**config.mk**
```make
export PLATFORM = sky130hd
export DESIGN_NAME = drs_ref_select
export DESIGN_NICKNAME = d
export VERILOG_FILES = /design/src/drs_pkg.sv /design/src/drs_ref_select.sv
export VERILOG_INCLUDE_DIRS = /design/src
export SDC_FILE = /design/constraint.sdc
export NUM_CORES = 1
export LEC_CHECK = 0
export ABC_AREA = 1
export ABC_CLOCK_PERIOD_IN_PS = 8500
export BUFFER_PORTS_ARGS = -buffer_cell sky130_fd_sc_hd__buf_4
export CELL_PAD_IN_SITES_DETAIL_PLACEMENT = 0
export CELL_PAD_IN_SITES_GLOBAL_PLACEMENT = 1
export CORE_ASPECT_RATIO = 0.7
export CORE_MARGIN = 2
export CORE_UTILIZATION = 43
export CTS_CLUSTER_SIZE = 24
export DETAILED_ROUTE_END_ITERATION = 12
export GPL_ROUTABILITY_DRIVEN = 0
export HOLD_SLACK_MARGIN = 0.02
export PLACE_DENSITY_LB_ADDON = 0.3
export SLEW_MARGIN = 20
export SYNTH_ARGS = -nofsm -noshare
export SYNTH_HDL_FRONTEND = slang
export SYNTH_SLANG_ARGS = --single-unit
```
**constraint.sdc**
```tcl
create_clock -name core_clk -period 8.5 [get_ports core_clk]
set_input_delay 0.85 -clock core_clk [delete_from_list [all_inputs] [get_ports core_clk]]
set_output_delay 0.85 -clock core_clk [all_outputs]
set_load 0.005 [all_outputs]
```
**src/drs_cfg.svh**
```systemverilog
// register map, field positions, reset values and codes of the reference selector
// assumes a 32-bit apb bus with a 12-bit byte address
`ifndef DRS_CFG_SVH
`define DRS_CFG_SVH
`define DRS_A_CTRL 12'h000
`define DRS_A_PRIO 12'h004
`define DRS_A_BUF 12'h008
`define DRS_A_RATE 12'h00c
`define DRS_A_SLEW 12'h010
`define DRS_A_STAT 12'h014
`define DRS_A_PHASE 12'h018
`define DRS_A_IST 12'h01c
`define DRS_A_IEN 12'h020
`define DRS_A_ICLR 12'h024
`define DRS_C_MODE 1:0
`define DRS_C_MAN 3:2
`define DRS_C_PIN 4
`define DRS_C_CANCEL 5
`define DRS_C_SLEW 6
`define DRS_CTRL_RST 7'h00
`define DRS_PRIO_RST 8'he4
`define DRS_BUF_RST 20'h00000
`define DRS_RATE_RST 32'h01010101
`define DRS_SLIM_RST 16'h0001
`define DRS_STIM_RST 16'h0000
`define DRS_EV_SWITCH 0
`define DRS_EV_HOLD 1
`define DRS_EV_FREE 2
`define DRS_EV_BADTYPE 3
`define DRS_BT_DC 5'h00
`define DRS_BT_AC 5'h01
`define DRS_BT_DC100 5'h02
`define DRS_BT_AC100 5'h03
`define DRS_BT_SE50 5'h04
`define DRS_BT_SE50B 5'h05
`define DRS_BT_CMOS 5'h08
`define DRS_BT_CMOSDC 5'h18
`define DRS_BT_CMOSDC50 5'h1c
`endif

```
**src/drs_pkg.sv**
```systemverilog
// types of the reference selector
// assumes drs_cfg.svh is compiled alongside
`default_nettype none
package drs_pkg;
  typedef enum logic [1:0] {
    ST_FREE = 2'b00,
    ST_LOCK = 2'b01,
    ST_HOLD = 2'b10
  } drs_fsm_t;
  typedef enum logic [1:0] {
    MD_AUTO_REV = 2'b00,
    MD_AUTO_NREV = 2'b01,
    MD_MAN_FB = 2'b10,
    MD_MAN_HO = 2'b11
  } drs_mode_t;
  typedef struct packed {
    logic [6:0] ctrl_ff;
    logic [7:0] prio_ff;
    logic [19:0] buf_ff;
    logic [31:0] rate_ff;
    logic [15:0] slim_ff;
    logic [15:0] stim_ff;
    logic [3:0] ien_ff;
    logic [3:0] ist_ff;
    drs_fsm_t st_ff;
    logic [1:0] act_ff;
    logic [15:0] bo_ff;
    logic [15:0] pout_ff;
    logic [15:0] tcnt_ff;
    logic [19:0] sw_ff;
    logic [1:0] g1_ff;
    logic [1:0] g2_ff;
    logic [1:0] g3_ff;
    logic [1:0] gsel_ff;
    logic [31:0] rdata_ff;
    logic slverr_ff;
  } drs_state_t;
endpackage : drs_pkg
`default_nettype wire

```
**src/drs_ref_select.sv**
```systemverilog
// reference input selection, buffer switch decoding and hitless phase control
// assumes monitors' valid flags and phase words come on core_clk; gpio select is async
`default_nettype none
`include "drs_cfg.svh"
module drs_ref_select import drs_pkg::*; (
  // clock and reset
  input wire logic core_clk,
  input wire logic nrst,
  // apb slave
  input wire logic psel,
  input wire logic penable,
  input wire logic pwrite,
  input wire logic [11:0] paddr,
  input wire logic [31:0] pwdata,
  output logic [31:0] prdata,
  output logic pready,
  output logic pslverr,
  // monitors and loop
  input wire logic [3:0] ref_valid,
  input wire logic [63:0] ref_phase,
  input wire logic tw_history_valid,
  input wire logic [1:0] gpio_ref_sel,
  // selection and phase
  output logic [3:0] ref_mux_sel,
  output logic [1:0] active_ref,
  output logic holdover,
  output logic free_run,
  output logic [15:0] phase_target,
  output logic [15:0] phase_buildout,
  // buffer switches per input
  output logic [3:0] se_term_50,
  output logic [3:0] diff_term_100,
  output logic [3:0] bias_1v3,
  output logic [3:0] ac_cap_bypass_switch,
  output logic [3:0] amp_det_en,
  // interrupt
  output logic irq
);
  drs_state_t s, n;
  logic [3:0] ev;
  logic [19:0] dec;
  logic [3:0] bad;
  logic any;
  logic [1:0] best;
  logic [1:0] bp;
  logic [1:0] man;
  logic [1:0] tgt;
  logic go;
  logic sw;
  logic fl;
  logic [15:0] step;
  logic [15:0] mag;
  logic [15:0] dec_amt;
  logic [3:0] evt;
  logic wr;
  drs_mode_t mode;

  genvar gi;
  generate
    for (gi = 0; gi < 4; gi++) begin : g_ch
      logic [4:0] code;
      logic [4:0] o;
      logic u;
      assign code = s.buf_ff[5*gi +: 5];
      // a zero rate code means the pre-divider cannot reach the common rate
      assign ev[gi] = ref_valid[gi] & (s.rate_ff[8*gi +: 8] != 8'h00);
      always_comb begin
        o = 5'h00;
        u = 1'b0;
        // o: {amp, bypass, bias, diff100, se50}
        case (code)
          `DRS_BT_DC: o = 5'h10;
          `DRS_BT_AC: o = 5'h14;
          `DRS_BT_DC100: o = 5'h12;
          `DRS_BT_AC100: o = 5'h16;
          `DRS_BT_SE50: o = 5'h11;
          `DRS_BT_SE50B: o = 5'h15;
          `DRS_BT_CMOS: o = 5'h00;
          `DRS_BT_CMOSDC: o = 5'h08;
          `DRS_BT_CMOSDC50: o = 5'h09;
          default: u = 1'b1;
        endcase
      end
      assign dec[5*gi +: 5] = o;
      assign bad[gi] = u;
      assign se_term_50[gi] = s.sw_ff[5*gi];
      assign diff_term_100[gi] = s.sw_ff[5*gi+1];
      assign bias_1v3[gi] = s.sw_ff[5*gi+2];
      assign ac_cap_bypass_switch[gi] = s.sw_ff[5*gi+3];
      assign amp_det_en[gi] = s.sw_ff[5*gi+4];
    end
  endgenerate

  assign mode = drs_mode_t'(s.ctrl_ff[`DRS_C_MODE]);
  assign man = s.ctrl_ff[`DRS_C_PIN] ? s.gsel_ff : s.ctrl_ff[`DRS_C_MAN];
  assign wr = psel & penable & pwrite;

  // priority search: lower value wins, ties go to the lower index
  always_comb begin
    any = 1'b0;
    best = 2'b00;
    bp = 2'b11;
    for (int i = 3; i >= 0; i--) begin
      if (ev[i] && (!any || s.prio_ff[2*i +: 2] <= bp)) begin
        any = 1'b1;
        best = 2'(i);
        bp = s.prio_ff[2*i +: 2];
      end
    end
  end

  always_comb begin
    go = 1'b0;
    tgt = s.act_ff;
    case (mode)
      MD_AUTO_REV: begin
        go = any;
        tgt = best;
      end
      MD_AUTO_NREV: begin
        if (s.st_ff == ST_LOCK && ev[s.act_ff]) begin
          go = 1'b1;
        end else begin
          go = any;
          tgt = best;
        end
      end
      MD_MAN_FB: begin
        if (ev[man]) begin
          go = 1'b1;
          tgt = man;
        end else begin
          go = any;
          tgt = best;
        end
      end
      MD_MAN_HO: begin
        go = ev[man];
        tgt = man;
      end
      default: go = 1'b0;
    endcase
  end

  assign sw = go && (s.st_ff != ST_LOCK || tgt != s.act_ff);
  // while locked, the same nonzero divided rate on both sides counts as frequency-locked
  assign fl = s.st_ff == ST_LOCK && s.rate_ff[8*tgt +: 8] == s.rate_ff[8*s.act_ff +: 8];
  assign step = ref_phase[16*tgt +: 16] - s.pout_ff;
  assign mag = s.bo_ff[15] ? 16'(-s.bo_ff) : s.bo_ff;
  assign dec_amt = mag < s.slim_ff ? mag : s.slim_ff;

  always_comb begin
    n = s;
    evt = 4'h0;
    // three-stage sync; the first stage feeds only the second
    n.g1_ff = gpio_ref_sel;
    n.g2_ff = s.g1_ff;
    n.g3_ff = s.g2_ff;
    if (s.g2_ff == s.g3_ff) begin
      n.gsel_ff = s.g3_ff;
    end
    n.sw_ff = dec;
    evt[`DRS_EV_BADTYPE] = |bad;
    if (go) begin
      n.st_ff = ST_LOCK;
      n.act_ff = tgt;
    end else if (tw_history_valid) begin
      n.st_ff = ST_HOLD;
      evt[`DRS_EV_HOLD] = s.st_ff != ST_HOLD;
    end else begin
      n.st_ff = ST_FREE;
      evt[`DRS_EV_FREE] = s.st_ff != ST_FREE;
    end
    if (sw) begin
      evt[`DRS_EV_SWITCH] = 1'b1;
      n.tcnt_ff = 16'h0000;
      if (fl) begin
        // absorb the offset so the output does not jump
        n.bo_ff = s.ctrl_ff[`DRS_C_CANCEL] | s.ctrl_ff[`DRS_C_SLEW] ? step : 16'h0000;
      end else begin
        // holdover exit or unlocked switch: only slew smooths it
        n.bo_ff = s.ctrl_ff[`DRS_C_SLEW] ? step : 16'h0000;
      end
    end else if (s.st_ff == ST_LOCK && s.ctrl_ff[`DRS_C_SLEW] && s.bo_ff != 16'h0000) begin
      if (s.tcnt_ff >= s.stim_ff) begin
        n.tcnt_ff = 16'h0000;
        n.bo_ff = s.bo_ff[15] ? s.bo_ff + dec_amt : s.bo_ff - dec_amt;
      end else begin
        n.tcnt_ff = s.tcnt_ff + 16'h0001;
      end
    end
    // with both off the raw step reaches the loop filter, which sets the rate
    if (go) begin
      n.pout_ff = ref_phase[16*tgt +: 16] - n.bo_ff;
    end
    // apb: registers captured in setup, access completes at once
    if (psel && !penable) begin
      n.slverr_ff = 1'b0;
      case (paddr)
        `DRS_A_CTRL: n.rdata_ff = {25'h0, s.ctrl_ff};
        `DRS_A_PRIO: n.rdata_ff = {24'h0, s.prio_ff};
        `DRS_A_BUF: n.rdata_ff = {12'h0, s.buf_ff};
        `DRS_A_RATE: n.rdata_ff = s.rate_ff;
        `DRS_A_SLEW: n.rdata_ff = {s.stim_ff, s.slim_ff};
        `DRS_A_STAT: n.rdata_ff = {24'h0, ref_valid, s.st_ff, s.act_ff};
        `DRS_A_PHASE: n.rdata_ff = {s.bo_ff, s.pout_ff};
        `DRS_A_IST: n.rdata_ff = {28'h0, s.ist_ff};
        `DRS_A_IEN: n.rdata_ff = {28'h0, s.ien_ff};
        `DRS_A_ICLR: n.rdata_ff = 32'h0;
        default: begin
          n.rdata_ff = 32'h0;
          n.slverr_ff = 1'b1;
        end
      endcase
    end
    if (wr) begin
      case (paddr)
        `DRS_A_CTRL: n.ctrl_ff = pwdata[6:0];
        `DRS_A_PRIO: n.prio_ff = pwdata[7:0];
        `DRS_A_BUF: n.buf_ff = pwdata[19:0];
        `DRS_A_RATE: n.rate_ff = pwdata;
        `DRS_A_SLEW: begin
          n.slim_ff = pwdata[15:0];
          n.stim_ff = pwdata[31:16];
        end
        `DRS_A_IEN: n.ien_ff = pwdata[3:0];
        default: n.ctrl_ff = s.ctrl_ff;
      endcase
    end
    // a clear loses to an event in the same cycle
    n.ist_ff = (s.ist_ff & ~((wr && paddr == `DRS_A_ICLR) ? pwdata[3:0] : 4'h0)) | evt;
  end

  always_ff @(posedge core_clk or negedge nrst) begin
    if (!nrst) begin
      s <= '0;
      s.ctrl_ff <= `DRS_CTRL_RST;
      s.prio_ff <= `DRS_PRIO_RST;
      s.buf_ff <= `DRS_BUF_RST;
      s.rate_ff <= `DRS_RATE_RST;
      s.slim_ff <= `DRS_SLIM_RST;
      s.stim_ff <= `DRS_STIM_RST;
      s.st_ff <= ST_FREE;
    end else begin
      s <= n;
    end
  end

  assign prdata = s.rdata_ff;
  assign pslverr = s.slverr_ff;
  assign pready = 1'b1;
  assign ref_mux_sel = (s.st_ff == ST_LOCK) ? (4'h1 << s.act_ff) : 4'h0;
  assign active_ref = s.act_ff;
  assign holdover = s.st_ff == ST_HOLD;
  assign free_run = s.st_ff == ST_FREE;
  assign phase_target = s.pout_ff;
  assign phase_buildout = s.bo_ff;
  assign irq = |(s.ist_ff & s.ien_ff);
endmodule : drs_ref_select
`default_nettype wire

```
==> impl_results.md <==
* Std-Cell Rows at 58
* Slew Limit Fails at 0
* Fill cells at 3517
* Tmin final at 7.93 ns
* DR pass1 iterations at 6
* Post-Route Setup TNS at 0 ns
* Ranking of synthesized cells by area: dfrtp_1, nand2_1, o21ai_0, ha_1, inv_1
* VDD IR max at 0.000151 V
* Placed Area at 17100 sq um
* Layout Cells excl Fill at 2683
* Power per cell area at 206 nW/um^2
* Crit path top cell by count: nand2_1
* Worst stage delay on the critical path at 0.58 ns
* Worst hold slack at 0.327 ns
* Req. time, crit path at 8.90 ns
* Crit path max fanout at 9
* Top-count cell post-synth: nand2_1
* Total GRT Usage at 0.279
* WP data arrival at 8.33 ns
* Synth cell count leaders: nand2_1, inv_1, o21ai_0
* Vias per cell at 5.51
* Register area share after synthesis at 0.356
* Grt total ovfl at 0
* DP HPWL at 41800 um
* Ys Warns at 0
* Post-Syn Area at 15500 sq um
* Post-synth top area share at 0.340
* Worst Setup Start Kind: flop
* Primary FF master, synth: dfrtp_1
* Synth area leader: dfrtp_1
* HP Class: in2async
* Die width at 231 um
* Net count after synthesis at 2263
* First DRT Iteration DRCs at 1562
* Final ANT Viol Nets at 0
* Total wire length at 53200 um
* PortBufs at 213
* Setup crit end kind: flop
* Vias in the first global route at 13600
* First-pass GRT wire length at 80400 um
* Max_cap viols at 0
* Status: finished, final reports clean
* Critical-path top delay cell: dfstp_2
* Die ar. at 37600 sq um
* DR vias at 14800
* Initial antenna violation count at 2
* P_leak at 8.72 nW
* DRC errors left at 0
* Initial core utilization at 0.434
* Clock skew at 0.0147 ns
* CTS tree: done
* Area Overhead vs Synth at 16.5%
* Setup CP Type: reg2reg
* CORE AREA at 35700 sq um
* Clk sink count at 220
* Number of flops mapped to enable cells by yosys at 0
* Layout cells sized above 1 at 0.186
* Fin area at 18100 sq um
* Placed insts at 2631
* Seq cells post-synth at 220
* Synth Instances at 2050
* H-tree depth at 1
* Die height at 163 um
* Root buffer cell: clkbuf_16
* Clock slew seen by the registers of the worst setup and hold paths at 0.06 ns
* Synth unique cells at 62
* I/O Pins at 215
* Fin nets at 2396
* Post-DR wirelength/cell at 19.8 um
* Skew-Pair Late Insertion Delay at 0.54 ns
* Ys async rst share at 1.00
* Tcrit/Tclk final at 0.933
* Worst Max-Slew Pin Slew at 0.920 ns
* Maximum buffer depth of the clock tree at 3
* Final Hold Fails at 0
* Upper clock frequency limit at 126 MHz
* Syn avg cell area at 7.57 sq um
* Largest net degree at the start of global routing at 98
* Num CTS Buffers at 25
* Slew margin rel. at 0.371
* Final setup viols at 0
[stage by stage]
step	setup WS [ns]	util	power [mW]
after floorplan	0.975	-	2.22
after global placement	0.346	0.479	2.58
after detailed placement	0.151	0.479	2.60
after CTS	0.209	0.502	3.70
after global routing	-0.0377	0.506	3.97
final	0.572	0.506	3.72
[flip-flops by register name (all words and copies together), names as in the netlist]
register,flops
s,107
prdata,32
g_ch.code,20
phase_buildout,16
phase_target,16
ac_cap_bypass_switch,4
amp_det_en,4
bias_1v3,4
diff_term_100,4
n,4
se_term_50,4
active_ref,2
mode,2
pslverr,1
[cells in the final DEF, fill, tap and decap left out, drive strengths merged, types with 4 or more instances in the layout]
master,instances
nand3,107
clkbuf,34
nand3b,7
o221ai,13
xor2,49
nand4,24
o22ai,54
a21o,6
o21a,4
o211ai,9
buf,254
ha,90
xnor2,21
inv,284
dfrtp,211
clkinv,8
a21oi,83
a221oi,13
nor3,20
or2,6
nor2,165
nand2,395
nor4,5
o21ai,245
o31ai,11
o21bai,4
dfstp,9
mux2,29
[cell type report]
cell class / instances / area [sq um] / area share
antenna: 2 / 5.00 / 0.000277
clock buffer: 34 / 689 / 0.0382
clock inverter: 11 / 130 / 0.00720
inverter: 285 / 1070 / 0.0594
multi-input combinational: 1397 / 8130 / 0.450
sequential: 220 / 5520 / 0.305
tap: 480 / 601 / 0.0332
timing repair buffer: 254 / 1930 / 0.107
[per-layer routing]
layer / global-route usage / up-vias / wire [um]
li1: - / 7029 / -
met1: 0.424 / 7021 / 25300
met2: 0.404 / 636 / 21900
met3: 0.0543 / 85 / 4710
met4: 0.0677 / 0 / 1320
met5: 0 / - / 0
[worst paths after layout]
check	startpoint	to	slack [ns]	cells past startpoint
worst min-delay path	nrst	s[174]	0.33	1
worst max-delay path	s[177]	phase_target[14]	0.57	58
max in group asynchronous	nrst	g_ch[0].code[1]	6.76	2
worst min register to register	n[38]	n[36]	0.35	0
min in group core_clk	n[38]	n[36]	0.35	0
worst max register to register	s[177]	phase_target[14]	0.57	58
[power by group]
part	switching, mW	internal, mW	total [mW]
sequential	0.0289	1.07	1.10
combinational	0.906	0.615	1.52
clock	0.462	0.633	1.09
total	1.40	2.32	3.72
[worst max-delay path, delay by kind of cell, from the launching register on]
family | cells | cell delay (ns)
flip-flops | 1 | 0.58
AO/OA/AOI/OAI | 21 | 2.76
XOR/XNOR | 2 | 0.27
adder cells (fa/ha/maj) | 5 | 1.55
buffers and inverters | 6 | 0.54
AND/OR/NAND/NOR | 24 | 2.05
[cell families after synthesis]
| logic type | after synthesis | share of synthesized area |
|---|---|---|
| xor gates and xnor gates | 70 | 0.0395 |
| buffers and inverters | 433 | 0.128 |
| DFF | 220 | 0.356 |
| adders and majority gates | 93 | 0.0765 |
| AOI/OAI and AO/OA | 470 | 0.178 |
| other | 1 | 0.000242 |
| and+or+nand+nor | 734 | 0.202 |
| muxes | 29 | 0.0211 |
[repair_timing]
action | CTS | global route
hold buffers | 0 | 0
buffers inserted | 0 | 5
endpoints found under the setup margin | 0 | 6
gates resized for setup | 0 | 35
Note: power is estimated with default switching activity, not from simulation.
